--- src/mmsc_pkg.sv ---
// Constants, register map and types for the monitor mode and status control.
// Assumes one 20 MHz system clock and a synchronous active-high reset.
package mmsc_pkg;

  // ----------------------------------------
  // Register map and fields
  // ----------------------------------------
  localparam logic [7:0] ADDR_CTRL      = 8'h00;
  localparam logic [7:0] ADDR_SHIFT     = 8'h04;
  localparam logic [7:0] ADDR_ZOOM      = 8'h08;
  localparam logic [7:0] ADDR_STATUS    = 8'h0C;
  localparam logic [7:0] ADDR_IRQ_STAT  = 8'h10;
  localparam logic [7:0] ADDR_IRQ_MASK  = 8'h14;
  localparam int CTRL_MODE_LSB = 0;
  localparam int CTRL_PED_BIT  = 4;
  localparam int ST_PAL_BIT    = 4;
  localparam int ST_VALID_BIT  = 5;
  localparam int ST_LOCAL_BIT  = 6;
  localparam int ST_LIMIT_LSB  = 8;
  localparam int IRQ_N         = 5;
  localparam int IRQ_MODE      = 0;
  localparam int IRQ_STD       = 1;
  localparam int IRQ_FAULT     = 2;
  localparam int IRQ_LOCATE    = 3;
  localparam int IRQ_REFUSED   = 4;

  // ----------------------------------------
  // Video figures
  // ----------------------------------------
  localparam logic [9:0] PIX_SD       = 10'd720;
  localparam logic [9:0] LINES_LB_N   = 10'd360;
  localparam logic [9:0] LINES_LB_P   = 10'd430;
  localparam logic [9:0] LINES_FULL_N = 10'd486;
  localparam logic [9:0] LINES_FULL_P = 10'd576;
  localparam logic [6:0] STEPS_1080   = 7'd60;
  localparam logic [6:0] STEPS_1035   = 7'd68;
  localparam logic [6:0] STEPS_720    = 7'd40;
  localparam int         PIX_PER_STEP = 8;
  localparam logic [6:0] ZOOM_MAX     = 7'd64;
  localparam int         ZOOM_SHIFT   = 6;

  // ----------------------------------------
  // Timing
  // ----------------------------------------
  localparam int CLK_HZ        = 20_000_000;
  localparam int LONG_HALF_MS  = 500;
  localparam int SHORT_HALF_MS = 100;
  localparam int BUSY_HOLD_US  = 100;
  localparam int LONG_HALF_CYC  = CLK_HZ / 1000 * LONG_HALF_MS;
  localparam int SHORT_HALF_CYC = CLK_HZ / 1000 * SHORT_HALF_MS;
  localparam int BUSY_HOLD_CYC  = CLK_HZ / 1_000_000 * BUSY_HOLD_US;
  localparam logic [2:0] LOCATE_HALVES = 3'd6;

  // ----------------------------------------
  // Types
  // ----------------------------------------
  typedef enum logic [1:0] {
    STD_NONE = 2'h0, STD_1080 = 2'h1, STD_1035 = 2'h2, STD_720 = 2'h3
  } mmsc_std_t;
  typedef enum logic [1:0] {
    RATE_NONE = 2'h0, RATE_50 = 2'h1, RATE_5994 = 2'h2, RATE_60 = 2'h3
  } mmsc_rate_t;
  typedef enum logic [3:0] {
    MODE_LBOX = 4'b0001, MODE_AMOR = 4'b0010,
    MODE_FULL = 4'b0100, MODE_ZOOM = 4'b1000
  } mmsc_mode_t;
  typedef enum logic [3:0] {
    FN_IDLE = 4'h0, FN_MODE = 4'h1, FN_SHIFT = 4'h2,
    FN_ZOOM = 4'h3, FN_PED = 4'h4
  } mmsc_func_t;

endpackage

--- src/mmsc_top.sv ---
// Status lamps, output standard choice and display mode settings.
// Assumes detector inputs and switch pulses are synchronous to i_clock.
`timescale 1ns/1ns
`default_nettype none
module mmsc_top
  import mmsc_pkg::*;
#(
  parameter int LONG_CYC  = LONG_HALF_CYC,
  parameter int SHORT_CYC = SHORT_HALF_CYC
) (
  input  wire logic        i_clock,
  input  wire logic        i_reset,
  input  wire logic [7:0]  i_addr,
  input  wire logic [31:0] i_wdata,
  input  wire logic        i_wr,
  input  wire logic        i_rd,
  output logic      [31:0] o_rdata,
  input  wire logic [1:0]  i_std_detect,
  input  wire logic [1:0]  i_rate_detect,
  input  wire logic        i_internal_fault,
  input  wire logic        i_config_problem,
  input  wire logic        i_bus_activity,
  input  wire logic        i_locate_cmd,
  input  wire logic        i_init_busy,
  input  wire logic        i_fw_update,
  input  wire logic        i_power_ok,
  input  wire logic        i_local_only,
  input  wire logic [3:0]  i_func_sel,
  input  wire logic        i_paddle_left,
  input  wire logic        i_paddle_right,
  output logic             o_fault_indicator,
  output logic             o_bus_activity_indicator,
  output logic             o_config_busy_indicator,
  output logic             o_power_good_indicator,
  output logic      [2:0]  o_rate_indicator,
  output logic      [2:0]  o_std_indicator,
  output logic      [3:0]  o_mode_indicator,
  output logic             o_output_valid,
  output logic             o_output_pal,
  output logic      [9:0]  o_out_pixels,
  output logic      [9:0]  o_out_lines,
  output logic             o_pedestal_on,
  output logic signed [10:0] o_shift_pixels,
  output logic      [6:0]  o_zoom,
  output logic             o_irq
);

  // ----------------------------------------
  // State
  // ----------------------------------------
  typedef struct packed {
    mmsc_mode_t         mode;
    logic               ped;
    logic signed [7:0]  shift;
    logic [6:0]         zoom;
    logic [IRQ_N-1:0]   irq_stat;
    logic [IRQ_N-1:0]   irq_mask;
    logic [31:0]        rdata;
    logic [31:0]        long_cnt;
    logic [31:0]        short_cnt;
    logic               long_ph;
    logic               short_ph;
    logic               act_seen;
    logic               act_on;
    logic [2:0]         locate_left;
    logic [15:0]        busy_cnt;
    logic [1:0]         std_prev;
    logic               fault_prev;
    logic               fault_led;
    logic               bus_led;
    logic               busy_led;
    logic               pwr_led;
    logic [2:0]         rate_led;
    logic [2:0]         std_led;
    logic               valid;
    logic               pal;
    logic [9:0]         pix;
    logic [9:0]         lines;
    logic               ped_on;
    logic signed [10:0] shift_pix;
  } mmsc_state_t;

  mmsc_state_t state_ff;
  mmsc_state_t nxt_state;

  // ----------------------------------------
  // Decoded input and limits
  // ----------------------------------------
  logic        in_valid;
  logic        in_pal;
  logic [6:0]  base_steps;
  logic [6:0]  shift_limit;
  logic [13:0] zoom_prod;
  logic        remote_ok;
  logic        long_wrap;
  logic        short_wrap;

  always_comb begin
    unique case (i_std_detect)
      STD_1080: in_valid = (i_rate_detect != RATE_NONE);
      STD_1035,
      STD_720:  in_valid = (i_rate_detect == RATE_5994) || (i_rate_detect == RATE_60);
      default:  in_valid = 1'b0;
    endcase
    in_pal = in_valid && (i_std_detect == STD_1080) && (i_rate_detect == RATE_50);
    case (i_std_detect)
      STD_1080: base_steps = STEPS_1080;
      STD_1035: base_steps = STEPS_1035;
      STD_720:  base_steps = STEPS_720;
      default:  base_steps = 7'd0;
    endcase
    zoom_prod = base_steps * state_ff.zoom;
    case (state_ff.mode)
      MODE_FULL: shift_limit = in_valid ? base_steps : 7'd0;
      // Zero at letterbox zoom, full table value at full-screen zoom
      MODE_ZOOM: shift_limit = in_valid ? zoom_prod[12:6] : 7'd0;
      default:   shift_limit = 7'd0;
    endcase
    remote_ok  = !i_local_only;
    long_wrap  = (state_ff.long_cnt >= 32'(LONG_CYC - 1));
    short_wrap = (state_ff.short_cnt >= 32'(SHORT_CYC - 1));
  end

  // ----------------------------------------
  // Next state
  // ----------------------------------------
  always_comb begin
    logic [IRQ_N-1:0] ev;
    logic             mode_chg;
    logic             ped_req;
    logic             ped_val;
    logic signed [8:0] sh;
    logic [7:0]       zm;
    ev        = '0;
    mode_chg  = 1'b0;
    ped_req   = 1'b0;
    ped_val   = state_ff.ped;
    sh        = 9'(state_ff.shift);
    zm        = {1'b0, state_ff.zoom};
    nxt_state = state_ff;

    // Flash timebases
    nxt_state.long_cnt  = long_wrap ? 32'h0 : state_ff.long_cnt + 32'h1;
    nxt_state.short_cnt = short_wrap ? 32'h0 : state_ff.short_cnt + 32'h1;
    if (long_wrap) begin
      nxt_state.long_ph = !state_ff.long_ph;
    end
    if (short_wrap) begin
      nxt_state.short_ph = !state_ff.short_ph;
    end

    // Traffic is sampled per short period so isolated bursts still flash
    nxt_state.act_seen = state_ff.act_seen | i_bus_activity;
    if (short_wrap && state_ff.short_ph) begin
      nxt_state.act_on   = state_ff.act_seen | i_bus_activity;
      nxt_state.act_seen = 1'b0;
    end
    if (i_locate_cmd) begin
      nxt_state.locate_left = LOCATE_HALVES;
      ev[IRQ_LOCATE] = 1'b1;
    end else if (long_wrap && state_ff.locate_left != 3'd0) begin
      nxt_state.locate_left = state_ff.locate_left - 3'd1;
    end

    // Local paddle steps
    if (i_paddle_left ^ i_paddle_right) begin
      case (i_func_sel)
        FN_MODE: begin
          mode_chg = 1'b1;
          if (i_paddle_right) begin
            nxt_state.mode = mmsc_mode_t'({state_ff.mode[2:0], state_ff.mode[3]});
          end else begin
            nxt_state.mode = mmsc_mode_t'({state_ff.mode[0], state_ff.mode[3:1]});
          end
        end
        FN_SHIFT: begin
          if (state_ff.mode == MODE_FULL || state_ff.mode == MODE_ZOOM) begin
            sh = i_paddle_left ? sh - 9'sd1 : sh + 9'sd1;
          end
        end
        FN_ZOOM: begin
          if (state_ff.mode == MODE_ZOOM) begin
            if (i_paddle_left && state_ff.zoom < ZOOM_MAX) begin
              zm = zm + 8'd1;
            end else if (i_paddle_right && state_ff.zoom != 7'd0) begin
              zm = zm - 8'd1;
            end
          end
        end
        FN_PED: begin
          ped_req = 1'b1;
          ped_val = i_paddle_left;
        end
        default: begin
        end
      endcase
    end

    // Register port writes
    if (i_wr) begin
      case (i_addr)
        ADDR_CTRL: begin
          if (remote_ok) begin
            if (i_wdata[3:0] == MODE_LBOX || i_wdata[3:0] == MODE_AMOR ||
                i_wdata[3:0] == MODE_FULL || i_wdata[3:0] == MODE_ZOOM) begin
              mode_chg       = (i_wdata[3:0] != state_ff.mode);
              nxt_state.mode = mmsc_mode_t'(i_wdata[3:0]);
            end
            ped_req = 1'b1;
            ped_val = i_wdata[CTRL_PED_BIT];
          end else begin
            ev[IRQ_REFUSED] = 1'b1;
          end
        end
        ADDR_SHIFT: begin
          if (remote_ok) begin
            sh = 9'($signed(i_wdata[7:0]));
          end else begin
            ev[IRQ_REFUSED] = 1'b1;
          end
        end
        ADDR_ZOOM: begin
          if (remote_ok) begin
            zm = (i_wdata[6:0] > ZOOM_MAX) ? {1'b0, ZOOM_MAX} : {1'b0, i_wdata[6:0]};
          end else begin
            ev[IRQ_REFUSED] = 1'b1;
          end
        end
        ADDR_IRQ_STAT: nxt_state.irq_stat = state_ff.irq_stat & ~i_wdata[IRQ_N-1:0];
        ADDR_IRQ_MASK: nxt_state.irq_mask = i_wdata[IRQ_N-1:0];
        default: begin
        end
      endcase
    end

    // Pedestal only changes on a 525-line output
    if (ped_req && in_valid && !in_pal) begin
      nxt_state.ped = ped_val;
    end
    nxt_state.zoom = zm[6:0];
    // Keep shift inside the current window, even when the limit shrinks
    if (sh > $signed({2'b00, shift_limit})) begin
      sh = $signed({2'b00, shift_limit});
    end else if (sh < -$signed({2'b00, shift_limit})) begin
      sh = -$signed({2'b00, shift_limit});
    end
    nxt_state.shift = sh[7:0];

    // Busy lamp hold after a mode change
    if (mode_chg) begin
      nxt_state.busy_cnt = 16'(BUSY_HOLD_CYC);
      ev[IRQ_MODE] = 1'b1;
    end else if (state_ff.busy_cnt != 16'h0) begin
      nxt_state.busy_cnt = state_ff.busy_cnt - 16'h1;
    end

    // Events; a set in the same cycle as a clear wins
    nxt_state.std_prev   = i_std_detect;
    nxt_state.fault_prev = i_internal_fault;
    ev[IRQ_STD]   = (i_std_detect != state_ff.std_prev);
    ev[IRQ_FAULT] = i_internal_fault && !state_ff.fault_prev;
    nxt_state.irq_stat = nxt_state.irq_stat | ev;

    // Read data, valid the cycle after the strobe only
    nxt_state.rdata = 32'h0;
    if (i_rd) begin
      case (i_addr)
        ADDR_CTRL:     nxt_state.rdata = {27'h0, state_ff.ped, state_ff.mode};
        ADDR_SHIFT:    nxt_state.rdata = {{24{state_ff.shift[7]}}, state_ff.shift};
        ADDR_ZOOM:     nxt_state.rdata = {25'h0, state_ff.zoom};
        ADDR_STATUS:   nxt_state.rdata = {17'h0, shift_limit, 1'b0, i_local_only,
                                          in_valid, in_pal, i_rate_detect, i_std_detect};
        ADDR_IRQ_STAT: nxt_state.rdata = {{(32-IRQ_N){1'b0}}, state_ff.irq_stat};
        ADDR_IRQ_MASK: nxt_state.rdata = {{(32-IRQ_N){1'b0}}, state_ff.irq_mask};
        default:       nxt_state.rdata = 32'h0;
      endcase
    end

    // ----------------------------------------
    // Lamps
    // ----------------------------------------
    if (i_internal_fault) begin
      nxt_state.fault_led = 1'b1;
    end else begin
      nxt_state.fault_led = i_config_problem && state_ff.long_ph;
    end
    if (state_ff.locate_left != 3'd0) begin
      nxt_state.bus_led = state_ff.long_ph;
    end else begin
      nxt_state.bus_led = state_ff.act_on && state_ff.short_ph;
    end
    nxt_state.busy_led = i_init_busy || i_fw_update ||
                         (state_ff.busy_cnt != 16'h0) || mode_chg;
    nxt_state.pwr_led  = i_power_ok;
    nxt_state.rate_led = 3'b000;
    nxt_state.std_led  = 3'b000;
    if (in_valid) begin
      nxt_state.rate_led = 3'b001 << (i_rate_detect - 2'd1);
      nxt_state.std_led  = 3'b001 << (i_std_detect - 2'd1);
    end

    // ----------------------------------------
    // Output format
    // ----------------------------------------
    nxt_state.valid = in_valid;
    nxt_state.pal   = in_pal;
    nxt_state.pix   = in_valid ? PIX_SD : 10'd0;
    case (nxt_state.mode)
      MODE_LBOX: nxt_state.lines = in_pal ? LINES_LB_P : LINES_LB_N;
      MODE_AMOR: nxt_state.lines = in_pal ? LINES_FULL_P : LINES_FULL_N;
      default:   nxt_state.lines = in_pal ? LINES_FULL_P : LINES_FULL_N;
    endcase
    if (!in_valid) begin
      nxt_state.lines = 10'd0;
    end
    nxt_state.ped_on    = state_ff.ped && in_valid && !in_pal;
    nxt_state.shift_pix = 11'(sh * 9'sd8);
  end

  always_ff @(posedge i_clock) begin
    if (i_reset) begin
      state_ff          <= '0;
      state_ff.mode     <= MODE_LBOX;
      state_ff.busy_cnt <= 16'(BUSY_HOLD_CYC);
      state_ff.busy_led <= 1'b1;
    end else begin
      state_ff <= nxt_state;
    end
  end

  // ----------------------------------------
  // Outputs
  // ----------------------------------------
  assign o_rdata                  = state_ff.rdata;
  assign o_fault_indicator        = state_ff.fault_led;
  assign o_bus_activity_indicator = state_ff.bus_led;
  assign o_config_busy_indicator  = state_ff.busy_led;
  assign o_power_good_indicator   = state_ff.pwr_led;
  assign o_rate_indicator         = state_ff.rate_led;
  assign o_std_indicator          = state_ff.std_led;
  assign o_mode_indicator         = state_ff.mode;
  assign o_output_valid           = state_ff.valid;
  assign o_output_pal             = state_ff.pal;
  assign o_out_pixels             = state_ff.pix;
  assign o_out_lines              = state_ff.lines;
  assign o_pedestal_on            = state_ff.ped_on;
  assign o_shift_pixels           = state_ff.shift_pix;
  assign o_zoom                   = state_ff.zoom;
  assign o_irq                    = |(state_ff.irq_stat & state_ff.irq_mask);

endmodule
`default_nettype wire

--- config.mk ---
export PLATFORM = sky130hd
export DESIGN_NAME = mmsc_top
export DESIGN_NICKNAME = d
export VERILOG_FILES = /design/src/mmsc_pkg.sv /design/src/mmsc_top.sv
export SDC_FILE = /design/constraint.sdc
export NUM_CORES = 1
export LEC_CHECK = 0
export ABC_CLOCK_PERIOD_IN_PS = 7700
export BUFFER_PORTS_ARGS = -buffer_cell sky130_fd_sc_hd__buf_2
export CAP_MARGIN = 30
export CORE_MARGIN = 5
export CORE_UTILIZATION = 45
export CTS_CLUSTER_DIAMETER = 100
export DETAILED_ROUTE_END_ITERATION = 6
export PLACE_DENSITY = 0.68
export SLEW_MARGIN = 20
export SYNTH_ARGS = -nofsm -noshare
export SYNTH_HDL_FRONTEND = slang
export SYNTH_SLANG_ARGS = --single-unit
--- constraint.sdc ---
create_clock -name i_clock -period 7.7 [get_ports i_clock]
set_input_delay 1.54 -clock i_clock [delete_from_list [all_inputs] [get_ports i_clock]]
set_output_delay 1.54 -clock i_clock [all_outputs]
set_load 0.01 [all_outputs]
## Yosys cells after proc, flatten, opt, wreduce, memory -nomap -nowiden

Cells that the tools add are included.

- Word-level logic and storage cells: 187
- Bits in registers: 188
- Output and inout port bits: 88

- $mul: 1
- Eq/ne operators: 24
- Bitwise gates (word level): 8
- Reduce and logical (&&, ||, !) cells: 42
- Mux-type cells: 63
- Order comparisons: 6
- Shift-type cells: 2
- Add/subtract/negate cells: 11

Operators with widths:

| cell | count |
|---|---|
| 32-bit case mux with 6 select lines | 1 |
| 7-bit 2-to-1 mux | 11 |
| 32-bit by 1-bit adder with 32-bit output (second input constant) | 2 |
| 9-bit 2-to-1 mux | 7 |
| 10-bit 2-to-1 mux | 4 |
| 32-bit by 21-bit >= comparator with 1-bit output (second input constant) | 1 |
| 32-bit by 24-bit >= comparator with 1-bit output (second input constant) | 1 |
| 4-bit 2-to-1 mux | 7 |
| 8-bit 2-to-1 mux | 3 |
| 1-bit 2-to-1 mux | 23 |
| 7-bit case mux with 3 select lines | 1 |
| 8-bit by 4-bit == test with 1-bit output (second input constant) | 2 |
| 8-bit by 5-bit == test with 1-bit output (second input constant) | 2 |
| 16-bit nonzero test | 1 |
| 2-bit OR reduction | 8 |
| 16-bit by 1-bit subtractor with 16-bit output (second input constant) | 1 |
| 7-bit case mux with 2 select lines | 1 |
| 1-bit logical AND | 13 |
| 7-bit by 7-bit multiplier with 13-bit output | 1 |
| 4-bit by 1-bit == test with 1-bit output (second input constant) | 3 |
| 4-bit by 2-bit == test with 1-bit output (second input constant) | 3 |
| 4-bit by 3-bit == test with 1-bit output (second input constant) | 3 |
| 5-bit AND | 2 |
| 5-bit 2-to-1 mux | 2 |
| 34 further kinds | 54 |

## Logic depth before layout (Yosys ltp)

- Word-level depth: 11
- Depth in mapped cells: 29
- Depth with buffers taken out: 28

## Worst setup path before layout

OpenSTA, ideal clock, no wires.

- Path kind: input-to-reg
- Start point: input i_std_detect[0]
- End point: register state_ff, in the netlist o_shift_pixels[5]
- Required time: 7.630 ns
- Buffers on the path: 2
- Slack: -0.271 ns
- Stages on the path: 26
- Data arrival time: 7.901 ns
- Path through: clkbuf_1 inv_1 ha_1 nor2_1 and2_1 inv_1 fa_1 fa_1 inv_1 fa_1 ha_1 ha_1 or4_1 o221a_2 xor2_1 a21o_1 nor4_2 xor2_1 ha_1 o211ai_1 a21oi_1 o41ai_1 buf_2 nand3b_1 a21bo_1 a21oi_1

- Cells in the longest elaborated chain, start to end: 9
- Elaborated cells between the ends (all ways): 15
- Classes of those cells: add/sub: 1; mul: 1; order compare: 2; eq/ne: 3; mux: 7; reduce/logical: 1

Ends and longest elaborated chain:

| element | line | RTL |
|---|---|---|
| start, declared | mmsc_top.sv:18 | `input wire logic [1:0] i_std_detect,` |
| 2-bit == test / 2-bit by 1-bit == test with 1-bit output (equally long branches) | mmsc_top.sv:99, mmsc_top.sv:106 |  |
| 7-bit case mux with 3 select lines / 2-bit OR reduction (equally long branches) | mmsc_top.sv:106, mmsc_top.sv:99 |  |
| 7-bit by 7-bit multiplier with 13-bit output / 1-bit case mux with 2 select lines (equally long branches) | mmsc_top.sv:112, mmsc_top.sv:99 |  |
| 7-bit 2-to-1 mux (on tied branches) | mmsc_top.sv:116, mmsc_top.sv:114 |  |
| 7-bit case mux with 2 select lines (*) | mmsc_top.sv:113 | `case (state_ff.mode)` |
| 7-bit negator with 9-bit output | mmsc_top.sv:245 | `sh = -$signed({2'b00, shift_limit});` |
| 9-bit < comparator | mmsc_top.sv:244 | `end else if (sh < -$signed({2'b00, shift_limit})) begin` |
| 8-bit 2-to-1 mux | mmsc_top.sv:244 |  |
| 8-bit 2-to-1 mux (*) | mmsc_top.sv:242 | `if (sh > $signed({2'b00, shift_limit})) begin` |
| end signal, assigned | mmsc_top.sv:327 | `state_ff <= nxt_state;` |
| end, declared | mmsc_top.sv:83 | `mmsc_state_t state_ff;` |

Mark *: on every way between the ends. The rest lies on a longest branch, timed or not.
A chain may end at the register's enable or synchronous reset.

## Final worst setup path

- Start point: input i_std_detect[0]
- End point: register state_ff, in the netlist o_shift_pixels[7]

The elaborated chain is that of the path after synthesis.

==> flow_metrics.env <==
export IMPL_syn_avg_cell_area_sq_um=8.46
export IMPL_crit_start="i_std_detect[0]"
export IMPL_clock_skew_ps=13.6
export IMPL_timing_final_max_slew_violations=0
export IMPL_antenna_found_initial=1
export IMPL_layout_common_cells="153 x dfxtp_1, 139 x nor2_1, 114 x buf_2"
export IMPL_slew_headroom_pct=38.9
export IMPL_r2r_start="o_zoom[3]$_SDFF_PP0_"
export IMPL_setup_ws_ps=346
export IMPL_finalCriticalPeriod_ps=7350
export IMPL_synth_area_leader_cell="dfxtp_1"
export IMPL_wl_met3_microns=1250
export IMPL_critPathLaunchType="input port"
export IMPL_syn_inst=1097
export IMPL_cts_htree_levels=4
export IMPL_routedWlPerCell_microns=14.9
export IMPL_rows=52
export IMPL_grtUsageTotal_pct=18.3
export IMPL_utilization_pct=51.3
export IMPL_drive_above_1_share_pct=17.2
export IMPL_crit_type="in2reg"
export IMPL_gp_congestion=0.870
export IMPL_cts_tree="yes"
export IMPL_clockRootBuffer="clkbuf_16"
export IMPL_antenna_left=0
export IMPL_cts_buffers=17
export IMPL_die_x_microns=154
export IMPL_firstDrtPassIters=5
export IMPL_die_area_sq_um=23600
export IMPL_setup_violations=0
export IMPL_path_max_fanout=15
export IMPL_holdCritPathClass="reg2reg"
export IMPL_antenna_cells=0
export IMPL_stdcell_count=1453
export IMPL_viasPerCell=5.10
export IMPL_ys_async_sr_fraction_pct=0
export IMPL_critPathRequiredTime_ps=8010
export IMPL_powerDensity_nw_per_um2=186
export IMPL_p_leak_nw=4.66
export IMPL_die_h_microns=154
export IMPL_finalHoldViolations=0
export IMPL_holdWs_ps=464
export IMPL_ys_types=81
export IMPL_cap_violations=0
export IMPL_reg2reg_depth=22
export IMPL_post_cts_setup_buffers=0
export IMPL_syn_area_sq_um=9280
export IMPL_ys_ff_latch=153
export IMPL_worstSetupEndpoint="o_shift_pixels[7]$_SDFF_PP0_"
export IMPL_grt_max_degree=52
export IMPL_max_stage_delay_ps=550
export IMPL_regToRegEndpoint="o_shift_pixels[7]$_SDFF_PP0_"
export IMPL_drc=0
export IMPL_run_status="finished, final reports clean"
export IMPL_drt_wl_total_microns=21600
export IMPL_top_layer="met5"
export IMPL_reg2reg_setup_slack_ps=1410
export IMPL_hold_buffers=0
export IMPL_layout_commonest_cell="dfxtp_1"
export IMPL_area_growth_pct=12.1
export IMPL_synth_flop_cell="dfxtp_1"
export IMPL_via_count=7404
export IMPL_path_clk_slew_ps=60
export IMPL_worst_setup_path_end_kind="flip-flop"
export IMPL_drtIter0Drc=371
export IMPL_period_share_pct=95.5
export IMPL_ir_drop_mv=0.116
export IMPL_grt_overflow=0
export IMPL_synth_edf_count=0
export IMPL_cts_resized=0
export IMPL_synth_top_area_share_pct=33.0
export IMPL_ys_top_cells_by_area="dfxtp_1 33%, ha_1 9.3%, buf_4 6.5%, nor2_1 5.7%, xnor2_1 4.2%"
export IMPL_io_buffer_count=114
export IMPL_clockBufferDepth=2
export IMPL_start_util_pct=45.7
export IMPL_fmax_mhz=136
export IMPL_tightest_slew_ps=917
export IMPL_fin_nets=1314
export IMPL_coreArea_sq_um=20300
export IMPL_dp_cells=1421
export IMPL_grt_pass1_wl_microns=35700
export IMPL_m1WireLength_microns=10000
export IMPL_cts_num_sinks=153
export IMPL_n_fill_cell=1934
export IMPL_boundaryPins=150
export IMPL_ys_seq_area_share_pct=33.0
export IMPL_route_met2_wl_microns=9950
export IMPL_worstSkewPairLatency_ps=430
export IMPL_cp_arrival_ps=7660
export IMPL_cp_slowest_cell="fa_1"
export IMPL_grt_pass1_vias=7017
export IMPL_hpwlAfterDp_microns=16200
export IMPL_yosysWarningCount=0
export IMPL_rsz0062_at_grt="false"
export IMPL_dp_slack_ps=-103
==> how the worst min path moves through the flow <==
stage / startpoint / endpoint / depth (start not counted)
6_report: state_ff[102]$_SDFF_PP0_ / state_ff[102]$_SDFF_PP0_ / 1
2_1_floorplan: state_ff[70]$_SDFF_PP0_ / state_ff[70]$_SDFF_PP0_ / 1
3_3_place_gp: state_ff[70]$_SDFF_PP0_ / state_ff[70]$_SDFF_PP0_ / 1
4_1_cts: state_ff[70]$_SDFF_PP0_ / state_ff[70]$_SDFF_PP0_ / 1
3_5_place_dp: state_ff[70]$_SDFF_PP0_ / state_ff[70]$_SDFF_PP0_ / 1
5_1_grt: state_ff[102]$_SDFF_PP0_ / state_ff[102]$_SDFF_PP0_ / 1
==> cells by family (layout without fill, tap and decap cells) <==
family,Yosys count,after routing,share of synthesized area [%]
other,1,30,0.0404
and+or+nand+nor,413,413,21.7
buffers and inverters,171,228,10.4
DFF,153,153,33.0
xor gates and xnor gates,88,88,8.30
muxes,23,23,2.59
AOI/OAI and AO/OA,166,166,11.9
adders and majority gates,82,82,12.1
==> worst max-delay path, delay by kind of cell <==
| kind | cells | cell delay (ps) |
|---|---|---|
| AO/OA/AOI/OAI | 7 | 1690 |
| AND/OR/NAND/NOR | 5 | 1070 |
| buffers and inverters | 6 | 620 |
| adder cells (fa/ha/maj) | 7 | 2630 |
| XOR/XNOR | 1 | 90 |
==> flip-flops by register name, summed over array words and instances, names as in the netlist <==
signal and cells:
state_ff 101, o_rdata 15, o_shift_pixels 8, o_zoom 7, o_out_lines 5, o_mode_indicator 4, o_rate_indicator 3, o_std_indicator 3
o_bus_activity_indicator 1, o_config_busy_indicator 1, o_fault_indicator 1, o_out_pixels 1, o_output_pal 1, o_pedestal_on 1, o_power_good_indicator 1
==> cell type report <==
type | instances | area [sq um] | share of cell area [%]
inverters | 47 | 176 | 1.69
clock inverters | 14 | 174 | 1.67
flip-flops and latches | 153 | 3060 | 29.4
repair buffers | 149 | 846 | 8.12
well taps | 270 | 338 | 3.25
clock buffers | 18 | 429 | 4.12
multi-input cells | 802 | 5380 | 51.7
==> power breakdown <==
group	internal (mW)	total, mW	leakage (nW)	switching [mW]
Combinational	0.109	0.247	3.12	0.138
Clock	0.492	0.852	0.294	0.359
Sequential	0.815	0.834	1.25	0.0191
==> routing by layer <==
| metal | vias to the layer above | global-route usage (%) |
|---|---|---|
| li1 | 3765 | - |
| met1 | 3432 | 24.2 |
| met2 | 179 | 29.6 |
| met3 | 26 | 4.86 |
| met4 | 2 | 5.34 |
| met5 | - | 0 |
==> cells in the mapped netlist, types with 11 or more instances <==
cell type / instances
a21oi_1: 45
o21ai_0: 30
xor2_1: 44
and3_1: 20
ha_1: 69
xnor2_1: 44
mux2i_1: 18
nand2b_1: 13
clkbuf_1: 34
nor2_1: 140
dfxtp_1: 153
nand3_1: 30
nor2b_1: 13
a211oi_1: 11
a31oi_1: 16
buf_4: 80
and2_1: 21
nand2_1: 98
fa_1: 13
nor4_1: 12
inv_1: 46
nor3_1: 17
==> metrics by stage <==
| stage | instance area, sq um | total power [mW] | TNS [ps] |
|---|---|---|---|
| global route | 10400 | 2.02 | 0 |
| global placement | 9800 | 1.09 | -34.7 |
| finish | 10400 | 1.93 | 0 |
| floorplan | 9410 | 1.03 | 0 |
| CTS | 10400 | 1.95 | 0 |
| detailed placement | 9800 | 1.10 | -245 |
Note: power is estimated with default switching activity, not from simulation.
